--- src/core/lcd_bias_pkg.sv ---
// package: register map, field positions, reset values and timing constants for the lcd clock and bias block
package lcd_bias_pkg;
  localparam logic [11:0] OFS_CONTROL   = 12'h000;
  localparam logic [11:0] OFS_PHASE     = 12'h004;
  localparam logic [11:0] OFS_LADDER    = 12'h008;
  localparam logic [11:0] OFS_CONTRAST  = 12'h00c;
  localparam logic [11:0] OFS_REFERENCE = 12'h010;
  localparam logic [7:0]  RST_CONTROL   = 8'h03;
  localparam logic [7:0]  RST_PHASE     = 8'h00;
  localparam logic [7:0]  RST_LADDER    = 8'h00;
  localparam logic [7:0]  RST_CONTRAST  = 8'h00;
  localparam logic [7:0]  RST_REFERENCE = 8'h00;
  // control: bit7 enable, bit6 sleep disable, bits3-2 clock select
  localparam int CTL_EN = 7;
  localparam int CTL_SLP = 6;
  localparam int CTL_CS_LO = 2;
  // phase: bit7 waveform type, bit6 half bias, bit5 active (read only), bits3-0 prescale
  localparam int PH_WFT = 7;
  localparam int PH_BIAS = 6;
  localparam int PH_ACT = 5;
  localparam int LAD_AP_LO = 6;
  localparam int LAD_BP_LO = 4;
  localparam int REF_EN = 7;
  localparam int REF_SRC = 6;
  localparam int REF_IDLE = 5;
  localparam logic [7:0] MASK_CONTROL   = 8'hcf;
  localparam logic [7:0] MASK_PHASE     = 8'hcf;
  localparam logic [7:0] MASK_LADDER    = 8'hf7;
  localparam logic [7:0] MASK_CONTRAST  = 8'h07;
  localparam logic [7:0] MASK_REFERENCE = 8'hee;
  localparam logic [1:0] CS_SYSDIV = 2'h0;
  localparam logic [1:0] CS_TIMER1 = 2'h1;
  localparam logic [7:0] SYSDIV_LAST = 8'hff;
  localparam logic [4:0] TYPEA_LAST = 5'h0f;
  localparam logic [4:0] TYPEB_LAST = 5'h1f;
  localparam logic [1:0] PWR_OFF = 2'h0;
  typedef enum logic [1:0] {PWR_OFF_E, PWR_LOW, PWR_MED, PWR_HIGH} ladder_power_t;
endpackage

--- src/core/lcd_clock_and_bias_ladder_control.sv ---
// lcd clock source selection, frame prescaler and reference ladder power sequencing
// Notes on behaviour
// - three clock sources chosen by a two-bit clock select field
// - system clock path divides by fixed 256, not programmable
// - timer1 and internal oscillator sources keep running during sleep
// - hidden four-bit counter prescales selected clock, 1:1 to 1:16
// - half and third bias with three and four levels
// - half bias shorts the middle of three ladder resistors
// - ladder has low, medium, high power and off, off disconnects all
// - inactive display forces the reference ladder off
// - mode A after each transition for programmed time, then mode B
// - A/B timing taken from five-bit prescaler of the 32 kHz clock
// - power fields encode off, low, medium, high
// - type A: n clocks in A, 16-n in B; zero means always B
// - type B: n clocks in A, 32-n in B; zero means always B
// - three-bit contrast field sets eight-tap contrast ladder
// - inactive display opens the contrast ladder
// - reference from io supply or 3x fixed reference; none disables contrast
// - inactive display turns the internal reference off
// - idle bit with fixed reference disables its buffer during mode B
// - fixed reference enabled automatically when the lcd reference needs it
// - each external bias pin has its own connect control
`timescale 1ns/10ps
module lcd_clock_and_bias_ladder_control
  import lcd_bias_pkg::*;
(
  input  wire logic        sys_clk_i,        // system clock, 125 MHz
  input  wire logic        srst_i,           // synchronous reset, active high
  input  wire logic        psel_i,           // apb select
  input  wire logic        penable_i,        // apb enable
  input  wire logic        pwrite_i,         // apb direction
  input  wire logic [11:0] paddr_i,          // apb byte address
  input  wire logic [31:0] pwdata_i,         // apb write data
  output logic      [31:0] prdata_o,         // apb read data
  output logic             pready_o,         // apb ready
  output logic             pslverr_o,        // apb error on unmapped address
  input  wire logic        timer1_osc_i,     // timer1 crystal oscillator pin
  input  wire logic        lfosc_i,          // low-frequency internal oscillator
  input  wire logic        ref32k_i,         // 32 kHz ladder timing clock
  input  wire logic        sleep_i,          // processor in sleep (async)
  output logic             lcd_clk_en_o,     // prescaled lcd clock pulse
  output logic             display_active_o, // display active flag
  output logic [1:0]       ladder_power_o,   // ladder power: off/low/med/high
  output logic             ladder_mode_a_o,  // ladder in power mode A
  output logic             ladder_short_mid_o, // short middle ladder resistor
  output logic [2:0]       contrast_tap_o,   // contrast ladder tap
  output logic             contrast_open_o,  // contrast ladder opened
  output logic             ref_enable_o,     // internal bias reference on
  output logic             ref_from_fvr_o,   // reference is 3x fixed reference
  output logic             fvr_request_o,    // fixed reference enable request
  output logic             fvr_buffer_en_o,  // fixed reference buffer enable
  output logic [2:0]       ext_pin_connect_o // bias pin connects, bit0 = pin1
);

  logic [7:0] control, phase, ladder, contrast, reference;
  logic [2:0] t1_sync, lf_sync, r32_sync;
  logic [1:0] slp_sync;
  logic       t1_tick, lf_tick, r32_tick;
  logic [7:0] sysdiv;
  logic       sys_tick, src_tick;
  logic [3:0] pre_cnt;
  logic [4:0] phase_cnt;
  logic       active;
  logic       in_a, next_in_a;
  logic       wr_en, rd_en;
  logic       sel_control, sel_phase, sel_ladder, sel_contrast, sel_reference;
  logic       mapped;

  // stage 1 only feeds stage 2; edge detect uses stages 2 and 3
  always_ff @(posedge sys_clk_i) begin
    if (srst_i) begin
      t1_sync  <= 3'h0;
      lf_sync  <= 3'h0;
      r32_sync <= 3'h0;
      slp_sync <= 2'h0;
    end else begin
      t1_sync  <= {t1_sync[1:0], timer1_osc_i};
      lf_sync  <= {lf_sync[1:0], lfosc_i};
      r32_sync <= {r32_sync[1:0], ref32k_i};
      slp_sync <= {slp_sync[0], sleep_i};
    end
  end
  assign t1_tick  = t1_sync[1] & ~t1_sync[2];
  assign lf_tick  = lf_sync[1] & ~lf_sync[2];
  assign r32_tick = r32_sync[1] & ~r32_sync[2];

  always_ff @(posedge sys_clk_i) begin
    if (srst_i) begin
      sysdiv <= 8'h00;
    end else begin
      sysdiv <= sysdiv + 8'h01;
    end
  end
  assign sys_tick = (sysdiv == SYSDIV_LAST);

  // sleep stops the system path only; oscillator sources run on
  always_comb begin
    if (control[CTL_CS_LO+1]) begin
      src_tick = lf_tick;
    end else if (control[CTL_CS_LO +: 2] == CS_TIMER1) begin
      src_tick = t1_tick;
    end else begin
      src_tick = sys_tick & ~slp_sync[1];
    end
  end

  always_ff @(posedge sys_clk_i) begin
    if (srst_i) begin
      pre_cnt      <= 4'h0;
      lcd_clk_en_o <= 1'b0;
    end else begin
      lcd_clk_en_o <= 1'b0;
      if (!active) begin
        pre_cnt <= 4'h0;
      end else if (src_tick) begin
        if (pre_cnt >= phase[3:0]) begin
          pre_cnt      <= 4'h0;
          lcd_clk_en_o <= 1'b1;
        end else begin
          pre_cnt <= pre_cnt + 4'h1;
        end
      end
    end
  end

  // active follows enable; sleep with the sleep-disable bit set shuts down
  always_ff @(posedge sys_clk_i) begin
    if (srst_i) begin
      active <= 1'b0;
    end else begin
      active <= control[CTL_EN] & ~(control[CTL_SLP] & slp_sync[1]);
    end
  end

  // five-bit 32 kHz phase counter; wraps at 16 for type A, 32 for type B
  always_ff @(posedge sys_clk_i) begin
    if (srst_i) begin
      phase_cnt <= 5'h00;
    end else if (!active) begin
      phase_cnt <= 5'h00;
    end else if (r32_tick) begin
      if (phase_cnt >= (phase[PH_WFT] ? TYPEB_LAST : TYPEA_LAST)) begin
        phase_cnt <= 5'h00;
      end else begin
        phase_cnt <= phase_cnt + 5'h01;
      end
    end
  end

  always_comb begin
    next_in_a = (phase_cnt < {2'h0, ladder[2:0]});
  end

  always_ff @(posedge sys_clk_i) begin
    if (srst_i) begin
      in_a <= 1'b0;
    end else begin
      in_a <= next_in_a & active;
    end
  end

  always_ff @(posedge sys_clk_i) begin
    if (srst_i) begin
      display_active_o <= 1'b0;
    end else begin
      display_active_o <= active;
    end
  end

  always_ff @(posedge sys_clk_i) begin
    if (srst_i) begin
      ladder_mode_a_o <= 1'b0;
    end else begin
      ladder_mode_a_o <= in_a;
    end
  end

  // an inactive display overrides both programmed power fields
  always_ff @(posedge sys_clk_i) begin
    if (srst_i) begin
      ladder_power_o <= PWR_OFF;
    end else if (!active) begin
      ladder_power_o <= PWR_OFF;
    end else if (in_a) begin
      ladder_power_o <= ladder[LAD_AP_LO +: 2];
    end else begin
      ladder_power_o <= ladder[LAD_BP_LO +: 2];
    end
  end

  always_ff @(posedge sys_clk_i) begin
    if (srst_i) begin
      ladder_short_mid_o <= 1'b0;
    end else begin
      ladder_short_mid_o <= phase[PH_BIAS];
    end
  end

  always_ff @(posedge sys_clk_i) begin
    if (srst_i) begin
      contrast_tap_o <= 3'h0;
    end else begin
      contrast_tap_o <= contrast[2:0];
    end
  end

  // open after reset so the glass sees no contrast load before setup
  always_ff @(posedge sys_clk_i) begin
    if (srst_i) begin
      contrast_open_o <= 1'b1;
    end else begin
      contrast_open_o <= ~active | ~reference[REF_EN];
    end
  end

  always_ff @(posedge sys_clk_i) begin
    if (srst_i) begin
      ref_enable_o <= 1'b0;
    end else begin
      ref_enable_o <= active & reference[REF_EN];
    end
  end

  always_ff @(posedge sys_clk_i) begin
    if (srst_i) begin
      ref_from_fvr_o <= 1'b0;
    end else begin
      ref_from_fvr_o <= reference[REF_SRC];
    end
  end

  always_ff @(posedge sys_clk_i) begin
    if (srst_i) begin
      fvr_request_o <= 1'b0;
    end else begin
      fvr_request_o <= active & reference[REF_EN] & reference[REF_SRC];
    end
  end

  // buffer follows the registered mode, so it drops together with the ladder power
  always_ff @(posedge sys_clk_i) begin
    if (srst_i) begin
      fvr_buffer_en_o <= 1'b0;
    end else begin
      fvr_buffer_en_o <= active & reference[REF_EN] & reference[REF_SRC]
                         & ~(reference[REF_IDLE] & ~in_a);
    end
  end

  always_ff @(posedge sys_clk_i) begin
    if (srst_i) begin
      ext_pin_connect_o <= 3'h0;
    end else begin
      ext_pin_connect_o <= reference[3:1];
    end
  end

  assign wr_en = psel_i & penable_i & pwrite_i;
  assign rd_en = psel_i & ~penable_i & ~pwrite_i;

  // one decode shared by the write, read and error paths
  always_comb begin
    sel_control   = 1'b0;
    sel_phase     = 1'b0;
    sel_ladder    = 1'b0;
    sel_contrast  = 1'b0;
    sel_reference = 1'b0;
    if (paddr_i == OFS_CONTROL) begin
      sel_control = 1'b1;
    end else if (paddr_i == OFS_PHASE) begin
      sel_phase = 1'b1;
    end else if (paddr_i == OFS_LADDER) begin
      sel_ladder = 1'b1;
    end else if (paddr_i == OFS_CONTRAST) begin
      sel_contrast = 1'b1;
    end else if (paddr_i == OFS_REFERENCE) begin
      sel_reference = 1'b1;
    end
  end
  assign mapped = sel_control | sel_phase | sel_ladder | sel_contrast | sel_reference;

  always_ff @(posedge sys_clk_i) begin
    if (srst_i) begin
      control <= RST_CONTROL;
    end else if (wr_en && sel_control) begin
      control <= pwdata_i[7:0] & MASK_CONTROL;
    end
  end

  always_ff @(posedge sys_clk_i) begin
    if (srst_i) begin
      phase <= RST_PHASE;
    end else if (wr_en && sel_phase) begin
      phase <= pwdata_i[7:0] & MASK_PHASE;
    end
  end

  always_ff @(posedge sys_clk_i) begin
    if (srst_i) begin
      ladder <= RST_LADDER;
    end else if (wr_en && sel_ladder) begin
      ladder <= pwdata_i[7:0] & MASK_LADDER;
    end
  end

  always_ff @(posedge sys_clk_i) begin
    if (srst_i) begin
      contrast <= RST_CONTRAST;
    end else if (wr_en && sel_contrast) begin
      contrast <= pwdata_i[7:0] & MASK_CONTRAST;
    end
  end

  always_ff @(posedge sys_clk_i) begin
    if (srst_i) begin
      reference <= RST_REFERENCE;
    end else if (wr_en && sel_reference) begin
      reference <= pwdata_i[7:0] & MASK_REFERENCE;
    end
  end

  // zero wait states: ready rises in the access cycle after every setup
  always_ff @(posedge sys_clk_i) begin
    if (srst_i) begin
      pready_o <= 1'b0;
    end else begin
      pready_o <= psel_i & ~penable_i;
    end
  end

  always_ff @(posedge sys_clk_i) begin
    if (srst_i) begin
      pslverr_o <= 1'b0;
    end else begin
      pslverr_o <= psel_i & ~penable_i & ~mapped;
    end
  end

  // read data captured in setup and held until the next read setup
  always_ff @(posedge sys_clk_i) begin
    if (srst_i) begin
      prdata_o <= 32'h0000_0000;
    end else if (rd_en) begin
      if (sel_control) begin
        prdata_o <= {24'h00_0000, control};
      end else if (sel_phase) begin
        prdata_o <= {24'h00_0000, phase[7:6], active, phase[4:0]};
      end else if (sel_ladder) begin
        prdata_o <= {24'h00_0000, ladder};
      end else if (sel_contrast) begin
        prdata_o <= {24'h00_0000, contrast};
      end else if (sel_reference) begin
        prdata_o <= {24'h00_0000, reference};
      end else begin
        prdata_o <= 32'h0000_0000;
      end
    end
  end

endmodule

--- config.mk ---
export PLATFORM = sky130hd
export DESIGN_NAME = lcd_clock_and_bias_ladder_control
export DESIGN_NICKNAME = d
export VERILOG_FILES = /design/src/core/lcd_bias_pkg.sv /design/src/core/lcd_clock_and_bias_ladder_control.sv
export SDC_FILE = /design/constraint.sdc
export NUM_CORES = 1
export LEC_CHECK = 0
export ABC_CLOCK_PERIOD_IN_PS = 2430
export BUFFER_PORTS_ARGS = -buffer_cell sky130_fd_sc_hd__buf_2
export CORE_MARGIN = 3
export CORE_UTILIZATION = 52
export DETAILED_ROUTE_END_ITERATION = 10
export GPL_TIMING_DRIVEN = 0
export PLACE_DENSITY = 0.8
export SYNTH_ARGS = -nofsm -noshare
export SYNTH_HDL_FRONTEND = slang
export SYNTH_SLANG_ARGS = --single-unit
--- constraint.sdc ---
create_clock -name sys_clk_i -period 2.43 [get_ports sys_clk_i]
set_input_delay 0.1215 -clock sys_clk_i [delete_from_list [all_inputs] [get_ports sys_clk_i]]
set_output_delay 0.1215 -clock sys_clk_i [all_outputs]
set_load 0.005 [all_outputs]
Word-level counts from Yosys, hierarchy flattened
Index checks and enable logic that the tools add are counted.
- add/subtract/negate cells: 3
- magnitude comparators: 3
- eq/ne operators: 6
- mux-type cells: 27
- bitwise gates (word level): 34
- reduce and logical (&&, ||, !) cells: 8
- operators with widths (operator ; count):
    two-way mux 8 bit ; 5
    == test 12 x 4 -> 1 bit (second input constant) ; 2
    two-way mux 1 bit ; 18
    bitwise AND 1 bit ; 16
    NOT 1 bit ; 13
    == test 12 x 3 -> 1 bit (second input constant) ; 1
    == test 12 x 5 -> 1 bit (second input constant) ; 1
    zero test 12 bit ; 1
    two-way mux 5 bit ; 2
    adder 8 x 1 -> 8 bit (second input constant) ; 1
    == test 8 bit (second input constant) ; 1
    adder 5 x 1 -> 5 bit (second input constant) ; 1
    greater-or-equal comparator 5 bit ; 1
    logical AND 1 bit ; 5
    < comparator 5 x 3 -> 1 bit ; 1
    bitwise OR 1 bit ; 5
    adder 4 x 1 -> 4 bit (second input constant) ; 1
    greater-or-equal comparator 4 bit ; 1
    two-way mux 4 bit ; 1
    OR reduction 3 bit ; 1
    == test 2 x 1 -> 1 bit (second input constant) ; 1
    two-way mux 2 bit ; 1
    OR reduction 2 bit ; 1
- register bits: 109
- bits of input ports: 53
- output and inout bits: 51
- word-level logic and storage cells: 110

Logic depth before layout (Yosys ltp)
Gate-level depths: netlist of run 1.
- depth in word-level cells: 11
- mapped depth: 6
- mapped depth without buffers: 6

Worst setup path before layout of run 1
OpenSTA, ideal clock, no wires.
- kind: input to register
- from: input port paddr_i[9]
- to: register phase[6]
- setup time: 0.121 ns
- arrival time: 1.810 ns
- required time: 2.309 ns
- slack: 0.499 ns
- stages: 5
- buffers on the path: 1
- cell sequence: or4_4 -> or4_4 -> or2_1 -> buf_6 -> mux2_4
- cells in the longest elaborated chain, start to end: 4
- elaborated cells between the ends (all ways): 5
- those cells by class: eq/ne (1); mux (2); reduce/logical (2)
- RTL lines (what ; line ; RTL):
    start: declaration ; lcd_clock_and_bias_ladder_control.sv:32 ; input wire logic [11:0] paddr_i,
    == test 12 x 3 -> 1 bit ; lcd_clock_and_bias_ladder_control.sv:270 ; end else if (paddr_i == OFS_PHASE) begin
    two-way mux 1 bit ; lcd_clock_and_bias_ladder_control.sv:270 ;
    two-way mux 1 bit (*) ; lcd_clock_and_bias_ladder_control.sv:268 ; if (paddr_i == OFS_CONTROL) begin
    logical AND 1 bit (*) ; lcd_clock_and_bias_ladder_control.sv:293 ; end else if (wr_en && sel_phase) begin
    end signal: assignment ; lcd_clock_and_bias_ladder_control.sv:294 ; phase <= pwdata_i[7:0] & MASK_PHASE;
    end: declaration ; lcd_clock_and_bias_ladder_control.sv:55 ; logic [7:0] control, phase, ladder, contrast, reference;
Every way passes the cells marked *; elsewhere a longest branch is shown, timed or not.
A chain may end at the register's enable or synchronous reset.

Worst setup path in the final report of run 1
- from: register control[2]
- to: register pre_cnt[3]
- cells in the longest elaborated chain, start to end: 3
- RTL lines (what ; line ; RTL):
    start: declaration ; lcd_clock_and_bias_ladder_control.sv:55 ;
    start signal: assignment ; lcd_clock_and_bias_ladder_control.sv:286 ; control <= pwdata_i[7:0] & MASK_CONTROL;
    == test 2 x 1 -> 1 bit ; lcd_clock_and_bias_ladder_control.sv:100 ; end else if (control[CTL_CS_LO +: 2] == CS_TIMER1) begin
    two-way mux 1 bit ; lcd_clock_and_bias_ladder_control.sv:100 ;
    two-way mux 1 bit ; lcd_clock_and_bias_ladder_control.sv:98 ; if (control[CTL_CS_LO+1]) begin
    end signal: assignment ; lcd_clock_and_bias_ladder_control.sv:120 ; pre_cnt <= pre_cnt + 4'h1;
    end: declaration ; lcd_clock_and_bias_ladder_control.sv:61 ; logic [3:0] pre_cnt;
Every way passes these cells.

==> out/qor.yml, run 1 <==
grt:
  grt_pass1_vias: 2977
  antenna_found_initial: 0
  grt.overflow.total: 0
  grt_usage_pct: 21.4
  grt_pass1_wl_mm: 14.2
  grt_max_degree: 14
die:
  row_count: 30
  die_h_um: 90.8
  dieArea_um2: 8240
  coreArea_um2: 6870
  start_util_pct: 54.4
  die_w_um: 90.8
  ios: 104
clock_tree:
  cts-root-buf: "clkbuf_8"
  cts_inserted_buffers: 9
  tritoncts: "yes"
  hold_buffers: 4
  post_cts_buffers: 0
  cts.sink_count: 85
  cts_resized: 0
  cts.htree.levels: 3
  clock_path_buffers: 2
  clk_latency_ns: 0.35
  path_clk_slew_ns: 0.08
power:
  p_comb_share_pct: 6.6
  power_frac_clock_pct: 39.5
  p_int_mw: 2.05
  p_seq_share_pct: 53.8
  switching_power_mw: 0.574
  p_leak_nw: 1.88
  power_density_nw_per_um2: 589
  design_power_total_mw: 2.62
  sw_frac_of_total_pct: 21.9
  peakVddDrop_mv: 0.373
sta:
  clock_skew_ns: 0.00956
  finalHoldViolations: 0
  tightest_slew_ns: 0.748
  period_share_pct: 78.3
  slew_violations: 0
  hold_ws_ns: 0.0113
  rsz0062_at_grt: "false"
  fmax_mhz: 525
  relSlewSlack_pct: 49.7
  tns_ns: 0
  layout_setup_ws_ns: 0.526
  setup_viol: 0
  period_needed_ns: 1.90
placement:
  place_ws_ns: 0.310
  port_buffers: 54
  gp_congestion: 0.905
  dp.cells: 582
  dpl_cell_area_um2: 4210
  place_hpwl_mm: 6.42
layout:
  num-fill-cells: 591
  final_cells: 600
  area_growth_pct: 19.2
  drive_gt1_share_pct: 20.0
  design_area_um2: 4450
  diodes: 0
  final_util_pct: 64.8
  nNetsFinal: 564
synth:
  synth_area_leaders: "dfxtp_1, buf_4, mux2i_1, nor2b_1, nand3_1"
  yosysTopAreaCell: "dfxtp_1"
  synth_cell_types: 52
  async_flop_share_pct: 0
  yosysWarnings: 0
  syn_inst: 409
  synth_area_per_cell_um2: 9.13
  ys_ff_latch: 85
  synth_edf_count: 0
  netlist_area_um2: 3740
  ys_seq_area_share_pct: 45.5
  ys.flop_type: "dfxtp_1"
  synth_top_area_share_pct: 45.5
worst_setup_path:
  r2r_slack_ns: 0.53
  worstSetupPathType: "reg -> reg"
  arrival_ns: 2.16
  reg2reg_to: "pre_cnt[3]"
  r2r_start: "control[2]"
  startpoint: "control[2]"
  critPathMaxFanout: 4
  crit_path_end: "pre_cnt[3]"
  cp.required_ns: 2.68
  worst-r2r-cell-count: 4
  worst_setup_path_end_kind: "flip-flop"
  cp-start-kind: "flip-flop"
route:
  wl_per_cell_um: 14.4
  drc: 0
  firstDrtPassIters: 5
  drt_iter0_drc: 220
  vias: 3240
  ant_nets: 0
  viasPerCell: 5.40
  drt-total-wl_mm: 8.62
hold_path:
  hp-class: "in -> reg"
status:
  status: "completed"
run:
  maxCapViolations: 0
-- layout by cell type, fill, tap and decap left out, types with 7 or more instances in the layout --
cell type	instances
a21oi_1	27
and3_1	7
buf_2	55
buf_4	24
clkbuf_1	15
clkbuf_8	9
conb_1	24
dfxtp_1	85
ha_1	10
inv_1	15
mux2i_1	16
nand2_1	10
nand2b_1	18
nand3_1	28
nand4_1	7
nor2_1	24
nor2b_1	24
o21ai_0	28
-- Yosys cell counts, types with 2 or more instances --
cell type  number
o2bb2ai_1       3
mux2i_1        16
a31oi_1         2
dfxtp_1        85
nor2_1         24
o21bai_1        2
xor2_1          6
a211o_1         3
clkbuf_1       15
a21boi_0        2
o22ai_1         2
o32ai_1         2
or2_2           3
or4_1           2
buf_1           2
nand3b_1        2
ha_1           10
nand4_1         7
a211oi_1        3
nand3_1        28
a221oi_1        4
nor3b_1         2
nand2b_1       18
xnor2_1         3
nand2_1        10
a21o_1          3
and2_0          2
o21ai_0        28
a21oi_1        27
and3_1          7
buf_4          24
nor3_1          3
nor2b_1        24
nor4_1          2
or4_4           2
inv_1          15
-- routing by layer --
layer	up-vias	track usage (%)	wire length (um)
li1	1557	-	-
met1	1487	27.4	3620
met2	174	35.5	4040
met3	22	4.33	787
met4	0	8.16	168
met5	-	0	0
-- worst max-delay path, stage by stage, from the launching register on --
cell and delay [ns]:
dfxtp_1 0.36, nor4b_1 0.59, nand3_1 0.26, a211o_1 0.34, a221oi_1 0.25
-- final cells by class --
| type | count | area (um2) | area share [%] |
|---|---|---|---|
| sequential | 85 | 1700 | 38.2 |
| clock buffer | 9 | 124 | 2.78 |
| inverter | 15 | 56.3 | 1.26 |
| clock inverter | 5 | 77.6 | 1.74 |
| tap | 96 | 120 | 2.70 |
| multi-input combinational | 289 | 1800 | 40.5 |
| buffer | 43 | 260 | 5.84 |
| timing repair buffer | 58 | 310 | 6.97 |
-- logic make-up (layout without fill, tap and decap cells) --
kind of cell	after synthesis	in the layout	synth area share (%)
fa+ha+maj	10	10	3.35
compound gates	83	83	13.3
flops	85	85	45.5
mux	18	18	5.29
buf+inv	58	130	8.47
simple gates	145	145	21.8
xor+xnor	9	9	2.11
other cells	1	24	0.100
-- flip-flops by register name (all words and copies together) (netlist names), 2 cells and up --
name               cells
ladder                 7
control                6
pre_cnt                4
reference              6
phase_cnt              5
contrast               3
contrast_tap_o         3
t1_sync                3
ext_pin_connect_o      3
ladder_power_o         2
phase                  6
r32_sync               3
sysdiv                 8
prdata_o               8
lf_sync                3
slp_sync               2
-- power by group through the flow --
stage                     logic, mW  registers [mW]  clock network [mW]
after floorplan               0.107            1.44                   0
after global placement        0.162            1.44                   0
after detailed placement      0.165            1.45                   0
after CTS                     0.171            1.41                1.05
after global routing          0.191            1.41                1.10
final                         0.174            1.41                1.04
-- how the worst min path moves through the flow --
stage                     start            endpoint  cells past startpoint
floorplan                srst_i  ladder_short_mid_o                      1
global placement        lfosc_i          lf_sync[0]                      2
detailed placement      lfosc_i          lf_sync[0]                      2
CTS                      srst_i  ladder_short_mid_o                      2
global route        pwdata_i[4]           ladder[4]                      3
finish                   srst_i  ladder_short_mid_o                      2
Note: power is estimated with default switching activity, not from simulation.
==> run 2: changes to the inputs <==
--- a/config.mk
+++ b/config.mk
@@ -5,7 +5,7 @@
 export SDC_FILE = /design/constraint.sdc
 export NUM_CORES = 1
 export LEC_CHECK = 0
-export ABC_CLOCK_PERIOD_IN_PS = 2430
+export ABC_CLOCK_PERIOD_IN_PS = 1800
 export BUFFER_PORTS_ARGS = -buffer_cell sky130_fd_sc_hd__buf_2
 export CORE_MARGIN = 3
 export CORE_UTILIZATION = 52
==> constraint.sdc (replaced) <==
create_clock -name sys_clk_i -period 1.8 [get_ports sys_clk_i]
set_input_delay 0.09 -clock sys_clk_i [delete_from_list [all_inputs] [get_ports sys_clk_i]]
set_output_delay 0.09 -clock sys_clk_i [all_outputs]
set_load 0.005 [all_outputs]
==> run 2 against run 1 <==
- clock skew grew 0.0015 ns
- design area grew 0.59%
- sequential share of layout area shrank 0.20 points
- power grew 29%
- clock power grew 18%
- cell count grew 0.67%
- combinational power grew 39%
- utilization grew 0.38 points
- global-route usage grew 0.25 points
- register-to-register slack lost 0.45 ns
- largest cell class unchanged
- largest power group unchanged
==> out/qor.yml, run 2 (synthesis results as in run 1) <==
status:
  status: "completed"  # unchanged
power:
  design_power_total_mw: 3.37  # was 2.62 mW
  power_density_nw_per_um2: 753  # was 589 nW/um2
  p_leak_nw: 1.89  # was 1.88 nW
  peakVddDrop_mv: 0.485  # was 0.373 mV
worst_setup_path:
  cp-start-kind: "flip-flop"  # unchanged
  r2r_slack_ns: 0.07  # was 0.53 ns
  startpoint: "control[2]"  # unchanged
  worst-r2r-cell-count: 4  # unchanged
  cp.required_ns: 2.05  # was 2.68 ns
  crit_path_end: "pre_cnt[3]"  # unchanged
  r2r_start: "control[2]"  # unchanged
  reg2reg_to: "pre_cnt[3]"  # unchanged
  worstSetupPathType: "reg -> reg"  # unchanged
  critPathMaxFanout: 4  # unchanged
  worst_setup_path_end_kind: "flip-flop"  # unchanged
  arrival_ns: 1.98  # was 2.16 ns
die:
  row_count: 30  # unchanged
  die_h_um: 90.8  # unchanged
  die_w_um: 90.8  # unchanged
  dieArea_um2: 8240  # unchanged
  start_util_pct: 54.4  # unchanged
  coreArea_um2: 6870  # unchanged
  ios: 104  # unchanged
layout:
  top_regs: "prdata_o (8), sysdiv (8), ladder (7)"  # unchanged
  diodes: 0  # unchanged
  area_growth_pct: 19.9  # was 19.2%
  nNetsFinal: 567  # was 564
  num-fill-cells: 589  # was 591
  design_area_um2: 4480  # was 4450 um2
  final_cells: 604  # was 600
  final_common_cell: "dfxtp_1"  # unchanged
  final_cell_mix: "dfxtp_1, buf_2, nand3_1, o21ai_0, a21oi_1"  # unchanged
  drive_gt1_share_pct: 20.9  # was 20.0%
  multi_input_area_um2: 1820  # was 1800 um2
  seq_area_um2: 1700  # about the same
clock_tree:
  post_cts_buffers: 0  # unchanged
  clock_path_buffers: 2  # unchanged
  cts.sink_count: 85  # unchanged
  cts_inserted_buffers: 9  # unchanged
  cts-root-buf: "clkbuf_8"  # unchanged
  cts.htree.levels: 3  # unchanged
  clk_latency_ns: 0.36  # was 0.35 ns
  tritoncts: "yes"  # unchanged
  path_clk_slew_ns: 0.08  # about the same
sta:
  slew_violations: 0  # unchanged
  relSlewSlack_pct: 52.7  # was 49.7%
  period_needed_ns: 1.73  # was 1.90 ns
  clock_skew_ns: 0.0111  # was 0.00956 ns
  fmax_mhz: 579  # was 525 MHz
  finalHoldViolations: 0  # unchanged
  rsz0062_at_grt: "false"  # unchanged
  period_share_pct: 96.0  # was 78.3%
  tightest_slew_ns: 0.707  # was 0.748 ns
  setup_viol: 0  # unchanged
route:
  drc: 0  # unchanged
  firstDrtPassIters: 5  # unchanged
  vias: 3209  # was 3240
  viasPerCell: 5.31  # was 5.40
  drt_iter0_drc: 274  # was 220
  ant_nets: 0  # unchanged
  wl_per_cell_um: 14.2  # was 14.4 um
  drt-total-wl_mm: 8.60  # was 8.62 mm
hold_path:
  hp-class: "in -> reg"  # unchanged
placement:
  place_hpwl_mm: 6.51  # was 6.42 mm
  gp_congestion: 0.923  # was 0.905
  dpl_cell_area_um2: 4210  # unchanged
  port_buffers: 54  # unchanged
  dp.cells: 582  # unchanged
grt:
  antenna_found_initial: 0  # unchanged
  grt_usage_pct: 21.7  # was 21.4%
  grt_pass1_vias: 3083  # was 2977
  grt.overflow.total: 0  # unchanged
  grt_pass1_wl_mm: 14.5  # was 14.2 mm
  grt_max_degree: 13  # was 14
run:
  maxCapViolations: 0  # unchanged
==> run 2: cell types whose count changed in the layout (fill, tap and decap cells not counted), sizes merged <==
cell         before  now
dlygate4sd3       4    7
clkinv            2    1
bufinv            2    0
clkinvlp          1    0
clkbuf           24   29
==> run 2: worst min-delay path by stage <==
| stage | slack (ns) | startpoint | cells past startpoint | endpoint |
|---|---|---|---|---|
| floorplan | 0.17 | srst_i | 1 | ladder_short_mid_o |
| global placement | 0.30 | ref32k_i | 2 | r32_sync[0] |
| detailed placement | 0.30 | lfosc_i | 2 | lf_sync[0] |
| CTS | 0.02 | pwdata_i[7] | 3 | ladder[7] |
| global route | 0.03 | pwdata_i[0] | 3 | ladder[0] |
| finish | 0.03 | pwdata_i[0] | 3 | ladder[0] |
==> run 2: layer usage <==
metal	track usage (%)	share of wire [%]
met1	27.1	43
met2	36.2	48
met3	5.00	7.2
met4	8.16	1.9
met5	0	0
==> run 2: cell type report <==
cell class / count / share of cell area, %
Buffer: 43 / 5.84
Clock buffer: 14 / 3.85
Clock inverter: 1 / 0.112
Inverter: 15 / 1.26
Multi-Input combinational cell: 289 / 40.7
Sequential cell: 85 / 38.0
Tap cell: 96 / 2.68
Timing Repair Buffer: 61 / 7.60
==> run 2: through the flow <==
step	utilization (%)	worst slack (ns)	hold slack (ns)	TNS, ns
4_1_cts	65.0	0.0376	0.0162	0
5_1_grt	65.2	0.00867	0.0274	0
3_5_place_dp	61.3	-0.283	0.305	-4.72
3_3_place_gp	61.3	-0.307	0.305	-5.02
6_report	65.2	0.0719	0.0295	0
2_1_floorplan	-	-0.0814	0.173	-0.0814
==> run 2: where the power goes <==
| group | internal (mW) | leakage (nW) | switching (mW) |
|---|---|---|---|
| sequential | 1.90 | 0.688 | 0.00812 |
| combinational | 0.111 | 1.11 | 0.130 |
| clock | 0.607 | 0.0926 | 0.619 |
| total | 2.62 | 1.89 | 0.757 |
==> run 2: what timing repair did <==
item / in CTS / in global routing
endpoints found under the hold margin: 8 / 0
resized for setup: 1 / 7
pin swaps: 0 / 0
setup endpoints to repair: 1 / 15
hold buffers: 7 / 0
==> run 2: critical path: stages (launching register included) <==
cell and delay (ns):
dfxtp_1 0.37, nor4b_2 0.43, nand3_1 0.23, a211o_1 0.34, a221oi_1 0.27
==> run 3: changes to the inputs <==
==> config.mk (replaced) <==
export PLATFORM = sky130hd
export DESIGN_NAME = lcd_clock_and_bias_ladder_control
export DESIGN_NICKNAME = d
export VERILOG_FILES = /design/src/core/lcd_bias_pkg.sv /design/src/core/lcd_clock_and_bias_ladder_control.sv
export SDC_FILE = /design/constraint.sdc
export NUM_CORES = 1
export LEC_CHECK = 0
export ABC_CLOCK_PERIOD_IN_PS = 1400
export CORE_MARGIN = 3
export CORE_UTILIZATION = 56
export DETAILED_ROUTE_END_ITERATION = 10
export DONT_BUFFER_PORTS = 1
export GPL_TIMING_DRIVEN = 0
export PLACE_DENSITY = 0.72
export SYNTH_ARGS = -nofsm -noshare
export SYNTH_HDL_FRONTEND = slang
export SYNTH_SLANG_ARGS = --single-unit
==> constraint.sdc (replaced) <==
create_clock -name sys_clk_i -period 1.4 [get_ports sys_clk_i]
set_input_delay 0.07 -clock sys_clk_i [delete_from_list [all_inputs] [get_ports sys_clk_i]]
set_output_delay 0.07 -clock sys_clk_i [all_outputs]
set_load 0.005 [all_outputs]
==> run 3 against run 2 <==
- the flow now finishes with violations (negative setup slack)
- combinational power rose by 22%
- critical path depth did not move
- critical path type is now in -> reg
- power up 31%
- first-iteration DRC count is 22% lower
- cell count shrank 9.6%
==> out/qor.yml, run 3 (synthesis results as in run 1) <==
grt:
  grt.overflow.total: 0  # unchanged
  antenna_found_initial: 0  # unchanged
  grt_max_degree: 18  # was 13
  grt_pass1_vias: 2901  # was 3083
  grt_usage_pct: 24.5  # was 21.7%
  grt_pass1_wl_mm: 14.6  # was 14.5 mm
sta:
  slew_violations: 0  # unchanged
  period_needed_ns: 1.55
  period_share_pct: 111
  setup_viol: 8  # was 0
  tightest_slew_ns: 0.672  # was 0.707 ns
  relSlewSlack_pct: 54.8  # was 52.7%
  finalHoldViolations: 0  # unchanged
  rsz0062_at_grt: "true"  # was false
  clock_skew_ns: 0.00967  # was 0.0111 ns
  fmax_mhz: 646
  hold_ws_ns: 0.0579  # was 0.0295 ns
  tns_ns: -0.573  # was 0 ns
  layout_setup_ws_ns: -0.149  # was 0.0719 ns
clock_tree:
  cts-root-buf: "clkbuf_8"  # unchanged
  clk_latency_ns: 0.36  # about the same
  cts.sink_count: 85  # unchanged
  cts_inserted_buffers: 9  # unchanged
  clock_path_buffers: 2  # unchanged
  path_clk_slew_ns: 0.09  # was 0.08 ns
  tritoncts: "yes"  # unchanged
  cts.htree.levels: 3  # unchanged
route:
  vias: 3048  # was 3209
  drc: 0  # unchanged
  wl_per_cell_um: 16.2  # was 14.2 um
  drt-total-wl_mm: 8.86  # was 8.60 mm
  drt_iter0_drc: 215  # was 274
  viasPerCell: 5.58  # was 5.31
  ant_nets: 0  # unchanged
  firstDrtPassIters: 4  # was 5
status:
  violations: "negative setup slack"
  status: "complete, but fails checks"  # was completed
placement:
  place_ws_ns: -0.530  # was -0.283 ns
  place_hpwl_mm: 6.27  # was 6.51 mm
  gp_congestion: 0.890  # was 0.923
  dpl_cell_area_um2: 3950  # was 4210 um2
  dp.cells: 509  # was 582
  port_buffers: 0  # was 54
power:
  power_frac_clock_pct: 37.9  # was 36.3%
  peakVddDrop_mv: 0.756  # was 0.485 mV
  p_leak_nw: 1.76  # was 1.89 nW
  p_comb_share_pct: 6.7  # was 7.2%
  switching_power_mw: 1.16  # was 0.757 mW
  p_seq_share_pct: 55.5  # was 56.5%
  p_int_mw: 3.26  # was 2.62 mW
  sw_frac_of_total_pct: 26.1  # was 22.4%
  power_density_nw_per_um2: 979  # was 753 nW/um2
layout:
  area_growth_pct: 20.8  # was 19.9%
  diodes: 0  # unchanged
  drive_gt1_share_pct: 18.6  # was 20.9%
  nNetsFinal: 527  # was 567
  top_regs: "prdata_o (8), sysdiv (8), ladder (7)"  # unchanged
  final_cells: 546  # was 604
  design_area_um2: 4510  # was 4480 um2
  final_common_cell: "dfxtp_1"  # unchanged
  final_cell_mix: "dfxtp_1, buf_4, nand3_1, a21oi_1"  # was dfxtp_1, buf_2, nand3_1, o21ai_0, a21oi_1
die:
  row_count: 29  # was 30
  die_h_um: 87.7  # was 90.8 um
  die_w_um: 87.7  # was 90.8 um
  start_util_pct: 58.2  # was 54.4%
  ios: 104  # unchanged
  coreArea_um2: 6420  # was 6870 um2
  dieArea_um2: 7690  # was 8240 um2
worst_setup_path:
  cp.required_ns: 1.65  # was 2.05 ns
  arrival_ns: 1.80  # was 1.98 ns
  worstSetupPathType: "in -> reg"  # was reg -> reg
  cp-start-kind: "input port"  # was flip-flop
  worst_setup_path_end_kind: "flip-flop"  # unchanged
  critPathMaxFanout: 5  # was 4
run:
  maxCapViolations: 0  # unchanged
hold_path:
  hp-class: "in -> reg"  # unchanged
[run 3: changes by cell type in the layout (fill, tap and decap cells not counted), moves of 3 or more]
cell / previous run / this run
dfxtp_2: 1 / 7
dfxtp_1: 84 / 76
a221oi_1: 4 / 0
clkbuf_8: 12 / 9
dlygate4sd3_1: 7 / 18
o21ai_1: 0 / 7
buf_2: 55 / 1
buf_4: 24 / 28
clkbuf_1: 16 / 13
a221oi_2: 0 / 4
o21ai_0: 28 / 19
[run 3: worst max-delay path, stage by stage]
cell    delay (ns)
or4_4         0.55
or4_4         0.58
or2_4         0.31
mux2_4        0.30
[run 3: layout make-up]
class                           count  area [um2]
Timing Repair Buffer               23         221
Clock buffer                        9         124
Inverter                           15        58.8
Clock inverter                      7        65.1
Multi-Input combinational cell    289        1970
Buffer                             41         254
Tap cell                           77        96.3
Sequential cell                    85        1720
Fill cell                         515        1910
[run 3: final timing paths]
path / from / end / slack (ns) / cells after the start
setup reg to reg: control[2] / pre_cnt[2] / -0.09 / 5
setup / recovery: paddr_i[10] / phase[6] / -0.15 / 4
hold reg to reg: sysdiv[0] / sysdiv[0] / 0.44 / 1
hold / removal: srst_i / pre_cnt[0] / 0.06 / 2
[run 3: repair_timing]
action / CTS / global route
gates cloned: 0 / 0
pin swaps: 6 / 13
resized for setup: 15 / 37
setup endpoints to repair: 24 / 33
buffers inserted: 4 / 1
hold endpoints to repair: 37 / 2
hold buffers: 17 / 1
[run 3: stage by stage]
step / total power [mW] / utilization, %
floorplan: 2.69 / -
global placement: 2.73 / 61.5
detailed placement: 2.74 / 61.5
CTS: 4.42 / 68.5
global route: 4.59 / 70.3
finish: 4.42 / 70.3
[run 3: power by group through the flow]
| stage | combinational (mW) | sequential [mW] | clock [mW] |
|---|---|---|---|
| after global placement | 0.225 | 2.51 | 0 |
| final | 0.295 | 2.45 | 1.67 |
| after CTS | 0.278 | 2.45 | 1.69 |
| after global routing | 0.325 | 2.46 | 1.81 |
| after floorplan | 0.187 | 2.51 | 0 |
| after detailed placement | 0.227 | 2.51 | 0 |
[run 3: routing by layer]
layer	routed length, um	up-vias	GRT usage [%]
li1	-	1498	-
met1	3820	1449	31.3
met2	4430	90	40.1
met3	467	11	5.83
met4	134	0	8.93
met5	0	-	0
